$ cat src/rtl/hp_amp_pkg.sv
// Register map, field positions and reset values of the headphone amplifier control bank
package hp_amp_pkg;
	localparam int CHANNELS = 2;
	localparam int CH_LEFT = 0;
	localparam int CH_RIGHT = 1;
	localparam logic [7:0] ADDR_LEFT_CTRL = 8'hD0;
	localparam logic [7:0] ADDR_LEFT_GAIN = 8'hD1;
	localparam logic [7:0] ADDR_RIGHT_CTRL = 8'hD2;
	localparam logic [7:0] ADDR_RIGHT_GAIN = 8'hD3;
	localparam logic [7:0] ADDR_DETECT = 8'hD4;
	localparam logic [7:0] ADDR_MODE = 8'hD5;
	localparam logic [7:0] ADDR_UNLOCK = 8'hD7;
	localparam int BIT_POWER = 7;
	localparam int BIT_SILENCE = 6;
	localparam int BIT_STEPPING = 5;
	localparam int BIT_CROSSING = 4;
	localparam int BIT_DRIVE = 3;
	localparam int BIT_FLOOR = 2;
	localparam logic [7:0] CTRL_MASK = 8'hFC;
	localparam logic [7:0] CTRL_RESET = 8'h40;
	localparam logic [5:0] GAIN_RESET = 6'h3B;
	localparam logic [5:0] GAIN_MIN = 6'h15;
	localparam logic [5:0] GAIN_STEP = 6'h01;
	localparam int BIT_STEREO_SENSE = 7;
	localparam int BIT_LOAD_SENSE = 6;
	localparam int BIT_RIGHT_LOAD = 2;
	localparam int BIT_LEFT_LOAD = 1;
	localparam int BIT_STEREO_STATUS = 0;
	localparam int BIT_ONE_RAIL = 4;
	localparam int BIT_BALANCED = 0;
	localparam int BIT_UNLOCKED = 0;
	localparam logic [7:0] UNLOCK_KEY = 8'hC3;
	localparam logic [7:0] BYTE_ZERO = 8'h00;
endpackage : hp_amp_pkg

$ cat src/rtl/headphone_amp_control_regs.sv
// Headphone amplifier control register bank with gain stepping and zero-cross update
`timescale 1ns/1ps
// Notes on behaviour
// - Control bit 7 switches the channel amplifier on when set and off when clear, off after reset.
// - Control bit 6 silences the channel when set and resets set, so both channels start silenced.
// - With bit 5 set a new gain code is reached by stepping from the old applied gain, not by a jump.
// - When stepping and zero-cross are both set, stepping is used and zero-cross is ignored.
// - With bit 4 set and stepping clear, a pending gain change is applied only at an audio zero crossing.
// - With stepping and zero-cross both clear, a written gain code is applied at once.
// - Control bit 3 drives the output when set and leaves it high impedance when clear, clear after reset.
// - Control bit 2 holds the applied gain at its minimum code whatever the gain register says.
// - The right control register has the same six bits in the same places and gain sits in the low six bits.
// - Gain codes are 1.5 dB steps with 0x15 the lowest usable code, 0x3B 0 dB and 0x3F +6 dB.
// - The one-rail enable accepts a write only after the key 0xC3 was written to the unlock register.
// - Load and stereo detect status bits are read-only and show the sensed load state.
// - Mode bit 0 selects a balanced output when set and a single-ended output when clear.
module headphone_amp_control_regs
	import hp_amp_pkg::*;
(
	input wire logic clk,
	input wire logic sys_rst,
	input wire logic clk_en,
	input wire logic [7:0] reg_addr,
	input wire logic [7:0] reg_wdata,
	input wire logic reg_write,
	input wire logic reg_read,
	output logic [7:0] reg_rdata,
	input wire logic sample_tick,
	input wire logic left_zero_cross,
	input wire logic right_zero_cross,
	input wire logic left_load_pin,
	input wire logic right_load_pin,
	input wire logic stereo_pin,
	output logic left_amp_power,
	output logic left_amp_silence,
	output logic left_output_drive,
	output logic [5:0] left_gain_applied,
	output logic right_amp_power,
	output logic right_amp_silence,
	output logic right_output_drive,
	output logic [5:0] right_gain_applied,
	output logic load_sense_on,
	output logic stereo_sense_on,
	output logic one_rail_operation,
	output logic balanced_output_select
);
	// ****************************************************************
	// State
	// ****************************************************************
	logic [7:0] ctrl [CHANNELS];
	logic [7:0] next_ctrl [CHANNELS];
	logic [5:0] gain_code [CHANNELS];
	logic [5:0] next_gain_code [CHANNELS];
	logic [5:0] applied [CHANNELS];
	logic [5:0] next_applied [CHANNELS];
	logic [5:0] out_gain [CHANNELS];
	logic [5:0] next_out_gain [CHANNELS];
	logic pending [CHANNELS];
	logic next_pending [CHANNELS];
	logic [1:0] sense_en;
	logic [1:0] next_sense_en;
	logic one_rail;
	logic next_one_rail;
	logic balanced;
	logic next_balanced;
	logic unlocked;
	logic next_unlocked;
	logic [7:0] rdata;
	logic [7:0] next_rdata;
	logic [2:0] pin_meta;
	logic [2:0] pin_sync;
	logic [CHANNELS-1:0] crossing;

	assign crossing = {right_zero_cross, left_zero_cross};

	// ****************************************************************
	// Address decode
	// ****************************************************************
	function automatic logic is_ctrl(input logic [7:0] a, input int c);
		is_ctrl = (c == CH_LEFT) ? (a == ADDR_LEFT_CTRL) : (a == ADDR_RIGHT_CTRL);
	endfunction : is_ctrl

	function automatic logic is_gain(input logic [7:0] a, input int c);
		is_gain = (c == CH_LEFT) ? (a == ADDR_LEFT_GAIN) : (a == ADDR_RIGHT_GAIN);
	endfunction : is_gain

	// ****************************************************************
	// Next-state logic
	// ****************************************************************
	always_comb
	begin
		next_sense_en = sense_en;
		next_one_rail = one_rail;
		next_balanced = balanced;
		next_unlocked = unlocked;
		next_rdata = rdata;
		if (reg_write && reg_addr == ADDR_DETECT)
		begin
			next_sense_en = {reg_wdata[BIT_STEREO_SENSE], reg_wdata[BIT_LOAD_SENSE]};
		end
		else if (reg_write && reg_addr == ADDR_MODE)
		begin
			next_balanced = reg_wdata[BIT_BALANCED];
			if (unlocked)
			begin
				next_one_rail = reg_wdata[BIT_ONE_RAIL];
			end
		end
		else if (reg_write && reg_addr == ADDR_UNLOCK)
		begin
			next_unlocked = (reg_wdata == UNLOCK_KEY);
		end
		for (int c = 0; c < CHANNELS; c++)
		begin
			next_ctrl[c] = ctrl[c];
			next_gain_code[c] = gain_code[c];
			next_pending[c] = pending[c];
			next_applied[c] = applied[c];
			if (reg_write && is_ctrl(reg_addr, c))
			begin
				next_ctrl[c] = reg_wdata & CTRL_MASK;
			end
			if (ctrl[c][BIT_STEPPING])
			begin
				next_pending[c] = 1'b0;
				if (sample_tick && applied[c] < gain_code[c])
				begin
					next_applied[c] = 6'(applied[c] + GAIN_STEP);
				end
				else if (sample_tick && applied[c] > gain_code[c])
				begin
					next_applied[c] = 6'(applied[c] - GAIN_STEP);
				end
			end
			else if (ctrl[c][BIT_CROSSING])
			begin
				if (pending[c] && crossing[c])
				begin
					next_applied[c] = gain_code[c];
					next_pending[c] = 1'b0;
				end
			end
			else
			begin
				next_applied[c] = gain_code[c];
				next_pending[c] = 1'b0;
			end
			if (reg_write && is_gain(reg_addr, c))
			begin
				next_gain_code[c] = reg_wdata[5:0];
				next_pending[c] = 1'b1;
			end
			next_out_gain[c] = ctrl[c][BIT_FLOOR] ? GAIN_MIN : next_applied[c];
		end
		if (reg_read)
		begin
			if (reg_addr == ADDR_LEFT_CTRL)
			begin
				next_rdata = ctrl[CH_LEFT];
			end
			else if (reg_addr == ADDR_LEFT_GAIN)
			begin
				next_rdata = {2'b00, gain_code[CH_LEFT]};
			end
			else if (reg_addr == ADDR_RIGHT_CTRL)
			begin
				next_rdata = ctrl[CH_RIGHT];
			end
			else if (reg_addr == ADDR_RIGHT_GAIN)
			begin
				next_rdata = {2'b00, gain_code[CH_RIGHT]};
			end
			else if (reg_addr == ADDR_DETECT)
			begin
				next_rdata = BYTE_ZERO;
				next_rdata[BIT_STEREO_SENSE] = sense_en[1];
				next_rdata[BIT_LOAD_SENSE] = sense_en[0];
				next_rdata[BIT_RIGHT_LOAD] = pin_sync[1];
				next_rdata[BIT_LEFT_LOAD] = pin_sync[0];
				next_rdata[BIT_STEREO_STATUS] = pin_sync[2];
			end
			else if (reg_addr == ADDR_MODE)
			begin
				next_rdata = BYTE_ZERO;
				next_rdata[BIT_ONE_RAIL] = one_rail;
				next_rdata[BIT_BALANCED] = balanced;
			end
			else if (reg_addr == ADDR_UNLOCK)
			begin
				next_rdata = BYTE_ZERO;
				next_rdata[BIT_UNLOCKED] = unlocked;
			end
			else
			begin
				next_rdata = BYTE_ZERO;
			end
		end
	end

	// ****************************************************************
	// Registers
	// ****************************************************************
	always_ff @(posedge clk)
	begin
		if (sys_rst)
		begin
			for (int c = 0; c < CHANNELS; c++)
			begin
				ctrl[c] <= CTRL_RESET;
				gain_code[c] <= GAIN_RESET;
				applied[c] <= GAIN_RESET;
				out_gain[c] <= GAIN_RESET;
				pending[c] <= 1'b0;
			end
			sense_en <= 2'b00;
			one_rail <= 1'b0;
			balanced <= 1'b0;
			unlocked <= 1'b0;
			rdata <= BYTE_ZERO;
			pin_meta <= 3'b000;
			pin_sync <= 3'b000;
		end
		else if (clk_en)
		begin
			ctrl <= next_ctrl;
			gain_code <= next_gain_code;
			applied <= next_applied;
			out_gain <= next_out_gain;
			pending <= next_pending;
			sense_en <= next_sense_en;
			one_rail <= next_one_rail;
			balanced <= next_balanced;
			unlocked <= next_unlocked;
			rdata <= next_rdata;
			pin_meta <= {stereo_pin, right_load_pin, left_load_pin};
			pin_sync <= pin_meta;
		end
	end

	// ****************************************************************
	// Outputs
	// ****************************************************************
	assign reg_rdata = rdata;
	assign left_amp_power = ctrl[CH_LEFT][BIT_POWER];
	assign left_amp_silence = ctrl[CH_LEFT][BIT_SILENCE];
	assign left_output_drive = ctrl[CH_LEFT][BIT_DRIVE];
	assign left_gain_applied = out_gain[CH_LEFT];
	assign right_amp_power = ctrl[CH_RIGHT][BIT_POWER];
	assign right_amp_silence = ctrl[CH_RIGHT][BIT_SILENCE];
	assign right_output_drive = ctrl[CH_RIGHT][BIT_DRIVE];
	assign right_gain_applied = out_gain[CH_RIGHT];
	assign load_sense_on = sense_en[0];
	assign stereo_sense_on = sense_en[1];
	assign one_rail_operation = one_rail;
	assign balanced_output_select = balanced;
endmodule : headphone_amp_control_regs

$ cat config.mk
export PLATFORM = sky130hd
export DESIGN_NAME = headphone_amp_control_regs
export DESIGN_NICKNAME = d
export VERILOG_FILES = /design/src/rtl/hp_amp_pkg.sv /design/src/rtl/headphone_amp_control_regs.sv
export SDC_FILE = /design/constraint.sdc
export NUM_CORES = 1
export LEC_CHECK = 0
export BUFFER_PORTS_ARGS = -buffer_cell sky130_fd_sc_hd__buf_2
export CORE_MARGIN = 5
export CORE_UTILIZATION = 26
export CTS_CLUSTER_SIZE = 28
export DETAILED_ROUTE_END_ITERATION = 8
export GPL_TIMING_DRIVEN = 0
export HOLD_SLACK_MARGIN = 0.03
export PLACE_DENSITY = 0.44
export REMOVE_ABC_BUFFERS = 1
export SLEW_MARGIN = 30
export SYNTH_ARGS = -nofsm -noshare
export SYNTH_HDL_FRONTEND = slang
export SYNTH_SLANG_ARGS = --single-unit
$ cat constraint.sdc
create_clock -name clk -period 3.15 [get_ports clk]
set_input_delay 0.1575 -clock clk [delete_from_list [all_inputs] [get_ports clk]]
set_output_delay 0.1575 -clock clk [all_outputs]
set_load 0.03 [all_outputs]
# After elaboration in Yosys (flattened, before gate mapping)
# Index checks and enable logic that the tools add are counted.
[word_totals]
reg_bits = 69
latch_bits = 0
ramBits = 0
mem_bits_ro = 0
in_bits = 27
out_inout_bits = 30
elab_cells = 88
memories = 0
[classes]
add_sub_neg = 4
multipliers = 0
div_mod_pow = 0
order_cmp = 4
eq_ne = 10
n_shift = 0
mux = 27
n_bitwise = 2
reduce_logical = 24
[ops]
columns = ["operator", "n"]
rows = [
  ["2-to-1 mux 6 bit", 12],
  ["equality test 8 bit (second input constant)", 8],
  ["2-to-1 mux 8 bit", 5],
  ["AND reduction 2 bit", 8],
  ["logical AND 1 bit", 13],
  ["adder 6 x 1 -> 6 bit (second input constant)", 2],
  ["greater-than comparator 6 bit", 2],
  ["less-than comparator 6 bit", 2],
  ["subtractor 6 x 1 -> 6 bit (second input constant)", 2],
  ["2-to-1 mux 1 bit", 9],
  ["!= test 4 x 1 -> 1 bit (second input constant)", 2],
  ["AND reduction 4 bit", 2],
  ["2-to-1 mux 5 bit", 1],
  ["AND reduction 3 bit", 1],
  ["inverter 1 bit", 2],
]

# Depth between registers and ports, before layout
# Gate-level depths: netlist (run 1).
[logic_depth]
depth_word = 8
depth_mapped = 8
ltp_nobuf = 8

# Worst setup path after synthesis (run 1)
# Ideal clock, no wire load.
[synth_path]
path_kind = "reg2reg"
from = "register gain_code[3] in the netlist's numbering"
to = "register applied[0] in the netlist's numbering"
setup_ps = 134
arrival_ps = 1873
t_required_ps = 3016
slack_ps = 1144
path_stages_with_launch = 9
path_buffers = 0
synth_period_minus_slack_ps = 2006
path_cell_list = "dfxtp_1 inv_1 ha_1 a21o_1 a2111oi_0 o21ai_1 xnor2_1 a311oi_1 o21ai_1"
[synth_via]
elab_chain_cells = 5
elab_cells_between_ends = 7
cone_classes = "2 x order compare; 3 x mux; 2 x reduce/logical"
[synth_lines]
columns = ["item", "line_no", "text"]
rows = [
  ["start: declaration", "headphone_amp_control_regs.sv:52", "logic [5:0] gain_code [CHANNELS];"],
  ["start signal: assignment", "headphone_amp_control_regs.sv:226", "gain_code <= next_gain_code;"],
  ["greater-than comparator 6 bit", "headphone_amp_control_regs.sv:130", "else if (sample_tick && applied[c] > gain_code[c])"],
  ["logical AND 1 bit", "headphone_amp_control_regs.sv:130", ""],
  ["2-to-1 mux 6 bit", "headphone_amp_control_regs.sv:130", ""],
  ["2-to-1 mux 6 bit *", "headphone_amp_control_regs.sv:126", "if (sample_tick && applied[c] < gain_code[c])"],
  ["2-to-1 mux 6 bit *", "headphone_amp_control_regs.sv:123", "if (ctrl[c][BIT_STEPPING])"],
  ["end signal: assignment", "headphone_amp_control_regs.sv:227", "applied <= next_applied;"],
  ["end: declaration", "headphone_amp_control_regs.sv:54", "logic [5:0] applied [CHANNELS];"],
]
# Every way passes the cells marked *; elsewhere a longest branch is shown, timed or not.
# A chain may end at the register's enable or synchronous reset.

# Worst setup path after layout (run 1)
[layout_path]
from = "register applied[3] in the netlist's numbering"
to = "register out_gain (netlist bit right_gain_applied[0])"
[layout_via]
elab_chain_cells = 6
elab_cells_between_ends = 8
cone_classes = "2 x order compare; 4 x mux; 2 x reduce/logical"
[layout_lines]
columns = ["item", "line_no", "text"]
rows = [
  ["greater-than comparator 6 bit", "headphone_amp_control_regs.sv:130", ""],
  ["logical AND 1 bit", "headphone_amp_control_regs.sv:130", ""],
  ["2-to-1 mux 6 bit", "headphone_amp_control_regs.sv:130", ""],
  ["2-to-1 mux 6 bit *", "headphone_amp_control_regs.sv:126", ""],
  ["2-to-1 mux 6 bit *", "headphone_amp_control_regs.sv:123", ""],
  ["2-to-1 mux 6 bit *", "headphone_amp_control_regs.sv:153", "next_out_gain[c] = ctrl[c][BIT_FLOOR] ? GAIN_MIN : next_applied[c];"],
  ["end signal: assignment", "headphone_amp_control_regs.sv:228", "out_gain <= next_out_gain;"],
  ["end: declaration", "headphone_amp_control_regs.sv:56", "logic [5:0] out_gain [CHANNELS];"],
]
# Marked as above.

==> out/metrics.cfg, run 1 <==
[timing]
max-slew-margin-rel_pct = 36.6
worst_slew_pin_slew_ns = 0.950
hold_viol = 0
max_freq_ghz = 0.390
fin_skew_ns = 0.00773
fin_ws_ns = 0.586
fin_tns_setup_ns = 0
setup_viol = 0
timing.final.crit_share_pct = 81.4
drv_slew = 0
period_needed_ns = 2.56
rsz0062_at_grt = false

[critical_path]
crit_path_cell_trace = ha_1 -> a21o_1 -> a2111oi_0 -> o21ai_1 -> xnor2_1 -> a311oi_1 -> o21ai_1
cp_max_fo = 12
cp_slowest_cell = dfxtp_1
critical_path_class = flip-flop to flip-flop
start_kind = flip-flop
rrSetupSlack_ns = 0.59
crit_family = compound AO/OA/AOI/OAI gates
cp_data_required_time_ns = 3.34
cp-end-kind = flip-flop
arrival_ns = 2.76
path_buf_inv = 0
cpMostUsedCell = o21ai_1
crit_path_max_incr_delay_ns = 0.55

[place]
dp_slack_ns = 0.589
placed_cells = 702
port_buffers = 56
hpwl_mm = 8.45
globalplace.congestion = 0.839

[cells_and_area]
n_antenna_cell = 0
area_growth_pct = 16.7
layout-drive-gt1-share_pct = 16.2
final_nets = 568
regArea_um2 = 1380
postLayoutCoreUtil_pct = 30.9
multi_input_area_um2 = 2400
nFillCells = 1619
final_cell_count_no_fill = 718

[floorplanning]
core_um2 = 15100
dieWidth_um = 134
die_h_um = 134
design.portCount = 57
die-area_um2 = 18000
rows = 45
start_util_pct = 26.4

[synthesis]
synth_most_common_cell = dfxtp_1
async_flop_share_pct = 0
synthAdderAreaFrac_pct = 5.00
synth_top_area_share_pct = 34.5
synth_mux_area_share_pct = 9.75
synthCells = 493
synth_edf_count = 0
yosys.area.top_type = dfxtp_1
synth_top_family_by_area = simple AND/OR/NAND/NOR gates
synthTopCellsByCount = 69 x dfxtp_1, 60 x nand2_1, 51 x nor2_1
yosysWarnings = 0
synth_xor_area_share_pct = 1.53
yosys.cell_types.count = 71
synth_compound_area_share_pct = 20.9
avgSynthCellArea_um2 = 8.12
ys.flop_type = dfxtp_1
yosys.area_share.simple_pct = 22.6
seq_area_frac_synth_pct = 34.5
netlist_area_um2 = 4010
ys_seq_elements = 69
yosys-top-cells-area = dfxtp_1 34%, mux2i_1 7.5%, nand2_1 5.6%

[global_routing]
antenna_found_initial = 0
top_usage_layer = met2
grt_max_degree = 50
met2_usage_pct = 21.4
grt_use_total_pct = 13.6
grt_overflow = 0
first_global_vias = 3604
grt_pass1_wl_mm = 19.4
grt_use_met3_pct = 3.34
use_met1_pct = 18.4

[power]
irDropWorstVdd_v = 0.000275
p_leak_nw = 1.91
powerDensity_nw_per_um2 = 454

[route]
vias = 3680
via_per_inst = 5.13
drt_pass1_iterations = 4
ant_nets = 0
drtIter0Drc = 234
drt_wl_total_mm = 12.0
wl_per_cell_um = 16.7
drc = 0

[clock_network]
cts_buffer_depth = 2
cts-hold-fix-buffers = 0
clkTransAtPathRegs_ns = 0.05
cts_tree = done
worstSkewPairLatency_ns = 0.34
post_cts_buffers = 0
cts.sinks = 69
cts_resized = 0
htree_levels = 3
cts_buffers = 9
cts_root_buffer = clkbuf_16

[outcome]
outcome = complete, no violations

[worst_hold_path]
hp-class = input pin to flip-flop

[flow_run]
drv_cap = 0

cells in the final DEF (no fill, tap or decap), types with 6 or more instances in the layout:
cell type	n
a211oi_1	6
a21oi_1	35
a31oi_1	7
buf_2	55
clkbuf_16	9
dfxtp_1	69
ha_1	16
inv_1	19
mux2i_1	30
nand2_1	60
nand3_1	17
nand4_1	8
nor2_1	51
nor3_1	13
o211ai_1	14
o21ai_0	9
o21ai_1	10
worst paths after layout:
path / start / to / cells after the start
hold reg to reg: reg_rdata[5] / reg_rdata[5] / 2
setup / recovery: applied[3] / right_gain_applied[0] / 7
setup reg to reg: applied[3] / right_gain_applied[0] / 7
hold / removal: right_load_pin / pin_meta[1] / 3
registers in the layout (all words and copies together), names as in the netlist, 2 cells and up:
register            flops
applied                12
gain_code              12
reg_rdata               8
ctrl                    6
left_gain_applied       6
right_gain_applied      6
pin_meta                3
pin_sync                3
pending                 2
sense_en                2
cells by family after synthesis:
kind of cell,after synthesis
compound gates,124
mux,35
buf+inv,56
flops,69
simple gates,186
fa+ha+maj,16
xor+xnor,7
power breakdown:
part	total, W	switching [W]	internal, W
Sequential	0.000907	0.0000163	0.000891
Combinational	0.000224	0.000148	0.0000761
Clock	0.000989	0.000369	0.000620
Total	0.00212	0.000533	0.00159
tightest hold or removal path: cells and delay by family:
family	cells	cell delay, ns
buffers and inverters	1	0.07
AND/OR/NAND/NOR	1	0.07
multiplexers	1	0.05
layer usage:
| metal | share of wire (%) | vias up |
|---|---|---|
| met5 | 0 | - |
| met1 | 49 | 1734 |
| met2 | 44 | 84 |
| met3 | 5.2 | 12 |
| li1 | - | 1850 |
| met4 | 1.3 | 0 |
stage by stage:
stage	hold slack, ns	area, µm²	total power (W)
CTS	0.0528	4670	0.00216
finish	0.0630	4670	0.00212
floorplan	0.227	3860	0.00105
global route	0.0813	4670	0.00222
detailed placement	0.402	4380	0.00115
global placement	0.397	4370	0.00115
cell type report:
| class | count | area share (%) |
|---|---|---|
| multi-input combinational | 368 | 51.4 |
| sequential | 69 | 29.6 |
| clock buffer | 16 | 6.24 |
| timing repair buffer | 56 | 6.05 |
| tap | 188 | 5.03 |
| inverter | 21 | 1.69 |
Note: power is estimated with default switching activity, not from simulation.
==> run 2, diff against run 1 <==
Settings changed: PLACE_DENSITY 0.44 to 0.46.
Clock period 3.15 ns to 2.3 ns, I/O delays scaled along.
==> run 2 against run 1 <==
  * Clock skew is 0.0048 ns lower
  * Die area stayed put
  * Combinational power is 46% higher
  * First-iteration DRC count is 6.4% lower
  * Clock-buffer cell count is 4 lower
==> out/metrics.cfg, run 2 (same netlist as run 1, synthesis figures left out) <==
[outcome]
outcome = complete, no violations

[floorplanning]
die-area_um2 = 18000
start_util_pct = 26.4
die_h_um = 134
design.portCount = 57
rows = 45
dieWidth_um = 134
core_um2 = 15100

[critical_path]
start_kind = flip-flop
crit_path_max_incr_delay_ns = 0.34
critical_path_class = flip-flop to flip-flop
crit_family = compound AO/OA/AOI/OAI gates
cp_slowest_cell = dfxtp_1
crit_path_cell_trace = inv_1 -> ha_1 -> a21o_1 -> a2111oi_4 -> o21ai_2 -> xnor2_1 -> a311oi_2 -> o21ai_1
cp_data_required_time_ns = 2.50
arrival_ns = 2.38
cp-end-kind = flip-flop
cp_max_fo = 4
path_buf_inv = 1

[clock_network]
htree_levels = 3
cts_buffer_depth = 2
cts.sinks = 69
worstSkewPairLatency_ns = 0.34
cts_root_buffer = clkbuf_16
cts_buffers = 9
cts_tree = done
clkTransAtPathRegs_ns = 0.06

[cells_and_area]
n_antenna_cell = 0
mostFrequentLayoutCells = 62 x dfxtp_1, 59 x nand2_1, 55 x buf_2
layout-drive-gt1-share_pct = 20.2
area_growth_pct = 20.6
stdcell_area_um2 = 4830
nFillCells = 1632
mostFrequentLayoutCell = dfxtp_1
final_cell_count_no_fill = 723
final_nets = 573

[timing]
setup_viol = 0
fin_ws_ns = 0.115
fin_tns_setup_ns = 0
timing.final.crit_share_pct = 95.0
period_needed_ns = 2.19
worst_slew_pin_slew_ns = 0.961
max_freq_ghz = 0.458
hold_viol = 0
max-slew-margin-rel_pct = 35.9
rsz0062_at_grt = true
fin_skew_ns = 0.00290
drv_slew = 0

[route]
drtIter0Drc = 219
drt_pass1_iterations = 4
drc = 0
via_per_inst = 5.17
drt_wl_total_mm = 12.2
vias = 3735
ant_nets = 0
wl_per_cell_um = 16.9

[place]
placed_cell_area_um2 = 4380
port_buffers = 56
dp_slack_ns = -0.155
hpwl_mm = 8.43
globalplace.congestion = 0.863
placed_cells = 702

[global_routing]
grt_overflow = 0
grt_max_degree = 50
grt_pass1_wl_mm = 19.2
antenna_found_initial = 0
first_global_vias = 3528
grt_use_total_pct = 13.5

[power]
irDropWorstVdd_v = 0.000360
finalPower_w = 0.00309
powerDensity_nw_per_um2 = 641
p_leak_nw = 1.95

[flow_run]
drv_cap = 0

[worst_hold_path]
hp-class = input pin to flip-flop

[run 2: final timing paths]
| path | from | to | slack (ns) | depth (start not counted) |
|---|---|---|---|---|
| setup / recovery | gain_code[3] | right_gain_applied[0] | 0.11 | 8 |
| hold / removal | reg_wdata[6] | left_amp_silence | 0.07 | 3 |
| setup reg to reg | gain_code[3] | right_gain_applied[0] | 0.11 | 8 |
| hold reg to reg | reg_rdata[0] | reg_rdata[0] | 0.45 | 2 |
[run 2: worst reg2reg max path: stages (launching register included)]
cell       delay [ns]
dfxtp_1          0.34
inv_1            0.11
ha_1             0.33
a21o_1           0.24
a2111oi_4        0.32
o21ai_2          0.13
xnor2_1          0.15
a311oi_2         0.31
o21ai_1          0.11
[run 2: per-layer routing]
layer	track usage, %	wire [µm]	vias up
met2	21.3	5510	126
met3	3.75	902	11
met1	17.9	5640	1736
met5	0	0	-
li1	-	-	1862
met4	4.36	191	0
[run 2: final cells by class]
cell class | count | area, µm² | area share (%)
Timing Repair Buffer | 61 | 328 | 6.79
Sequential cell | 69 | 1390 | 28.8
Multi-Input combinational cell | 368 | 2470 | 51.2
Clock buffer | 12 | 256 | 5.31
Tap cell | 188 | 235 | 4.87
Inverter | 21 | 78.8 | 1.63
Clock inverter | 4 | 70.1 | 1.45
[run 2: through the flow]
stage	util [%]	hold slack, ns
after floorplan	-	0.184
after global placement	28.9	0.356
after detailed placement	28.9	0.360
after CTS	31.4	0.0504
after global routing	31.9	0.0749
final	31.9	0.0654
[run 2: timing repair]
action / in CTS / in global routing
pin swaps: 1 / 6
setup endpoints to repair: 5 / 12
hold endpoints to repair: 3 / 0
gates resized for setup: 4 / 17
buffers inserted: 1 / 1
hold buffers: 3 / 0
[run 2: report_power, final]
part / leakage (nW) / internal [W] / switching (W)
Clock: 0.163 / 0.00100 / 0.000521
Combinational: 1.23 / 0.000119 / 0.000209
Sequential: 0.561 / 0.00122 / 0.0000217
Total: 1.95 / 0.00234 / 0.000751
==> run 3, diff against run 2 <==
Settings changed: REMOVE_ABC_BUFFERS 1 to default.
==> run 3 against run 2 <==
  * Register-to-register slack better by 0.02 ns
  * Die area did not move
  * Critical path depth unchanged
  * Fmax grew 0.79%
  * Core utilization up 0.43 points
  * Clock-buffer cell count fell by 2
  * Global-route usage up 1.3 points
  * Combinational power grew 6%
  * Via count is 4.3% higher
  * Worst setup slack gained 0.017 ns
  * Design area increased by 1.3%
==> out/metrics.cfg, run 3 (same netlist as run 1, synthesis figures left out) <==
[timing]
period_needed_ns = 2.17
drv_slew = 0
holdWs_ns = 0.0494
hold_viol = 0
setup_viol = 0
worst_slew_pin_slew_ns = 0.900
max-slew-margin-rel_pct = 40.0
max_freq_ghz = 0.461
fin_skew_ns = 0.00606
timing.final.crit_share_pct = 94.3

[route]
via_per_inst = 5.17
drc = 0
drt_pass1_iterations = 4
ant_nets = 0
vias = 3895
drt_wl_total_mm = 13.4
wl_per_cell_um = 17.7
drtIter0Drc = 286

[clock_network]
cts_buffers = 9
worstSkewPairLatency_ns = 0.34
cts_root_buffer = clkbuf_16
cts_tree = done
cts.sinks = 69
clkTransAtPathRegs_ns = 0.06
post_cts_buffers = 0
cts_buffer_depth = 2
htree_levels = 3

[floorplanning]
rows = 45
core_um2 = 15100
die-area_um2 = 18000
start_util_pct = 26.4
die_h_um = 134
dieWidth_um = 134
design.portCount = 57

[cells_and_area]
mostFrequentLayoutCell = dfxtp_1
layout-drive-gt1-share_pct = 18.2
mostFrequentLayoutCells = 67 x dfxtp_1, 59 x nand2_1, 59 x buf_2
nFillCells = 1628
final_nets = 604
n_antenna_cell = 0
area_growth_pct = 22.2
stdcell_area_um2 = 4900

[worst_hold_path]
min-delay-start = reg_wdata[6]
hp-class = input pin to flip-flop
whs_path_depth = 3
hold_end = left_amp_silence

[global_routing]
grt_max_degree = 14
grt_pass1_wl_mm = 20.7
grt_overflow = 0
antenna_found_initial = 0
first_global_vias = 3753
grt_use_total_pct = 14.8

[critical_path]
reg2reg_depth = 8
cp-end-kind = flip-flop
r2r-start = gain_code[3]
arrival_ns = 2.42
start_kind = flip-flop
rrSetupSlack_ns = 0.13
critical_path_class = flip-flop to flip-flop
cp_max_fo = 4
cp_data_required_time_ns = 2.55
r2r_end = right_gain_applied[2]

[power]
irDropWorstVdd_v = 0.000334
p_leak_nw = 1.99
powerDensity_nw_per_um2 = 623

[place]
port_buffers = 54
globalplace.congestion = 0.834
placed_cell_area_um2 = 4510
hpwl_mm = 10.1

[outcome]
outcome = complete, no violations

[synthesis]
synth_nets = 536

[flow_run]
drv_cap = 0

==> run 3: changes by cell type in the layout (fill, tap and decap cells not counted), moves of 4 or more <==
cell,delta
dfxtp_1,+5
buf_1,+5
dfxtp_2,-5
buf_2,+4
clkbuf_1,+22
==> run 3: layout make-up <==
| type | count | area [µm²] | share of cell area, % |
|---|---|---|---|
| multi-input combinational | 368 | 2440 | 49.8 |
| sequential | 69 | 1380 | 28.3 |
| timing repair buffer | 57 | 300 | 6.13 |
| clock buffer | 10 | 239 | 4.88 |
| tap | 188 | 235 | 4.80 |
| buffer | 35 | 149 | 3.04 |
| inverter | 21 | 78.8 | 1.61 |
| clock inverter | 6 | 71.3 | 1.46 |
==> run 3: layer usage <==
| metal | part of all wire (%) | GRT usage, % | up-vias |
|---|---|---|---|
| met4 | 2.9 | 6.79 | 0 |
| met5 | 0 | 0 | - |
| li1 | - | - | 1932 |
| met1 | 47 | 19.5 | 1854 |
| met3 | 3.2 | 2.25 | 26 |
| met2 | 47 | 24.0 | 83 |
==> run 3: worst max path at each step <==
stage               slack [ns]         start               endpoint  cells after the start
finish                    0.13  gain_code[3]  right_gain_applied[2]                      8
global route            -0.002  gain_code[3]  right_gain_applied[2]                      8
CTS                       0.01  gain_code[2]  right_gain_applied[2]                      8
detailed placement       -0.14  gain_code[3]             applied[0]                      8
global placement         -0.13        clk_en            pin_meta[0]                      6
floorplan                 0.29  gain_code[3]             applied[0]                      8
==> run 3: timing repair <==
| item | 4_1_cts | 5_1_grt |
|---|---|---|
| cloned | 0 | 0 |
| endpoints found under the setup margin | 3 | 8 |
| hold buffers | 3 | 0 |
| endpoints found under the hold margin | 3 | 0 |
| pin swaps | 1 | 3 |
| resized for setup | 3 | 9 |
==> run 3: per-stage QoR <==
step	total power [W]	instances	util [%]	worst slack [ns]	TNS (ns)
after floorplan	0.00148	493	-	0.294	0
after global placement	0.00159	735	29.8	-0.135	-0.928
after detailed placement	0.00160	735	29.8	-0.144	-0.928
after CTS	0.00307	754	32.1	0.0111	0
after global routing	0.00316	754	32.3	-0.00184	-0.00184
final	0.00305	754	32.3	0.132	0
==> run 3: power breakdown <==
group | internal (W) | total, W | switching, W
Combinational | 0.000121 | 0.000347 | 0.000226
Clock | 0.000877 | 0.00146 | 0.000588
Sequential | 0.00122 | 0.00124 | 0.0000183
==> run 3: worst max-delay path: stages, from the launching register on <==
cell and delay, ns:
dfxtp_1 0.34, inv_1 0.10, ha_1 0.32, a21o_1 0.23, a21oi_2 0.21, nand2_2 0.13, mux2_2 0.33, xor2_1 0.16
a311oi_1 0.25
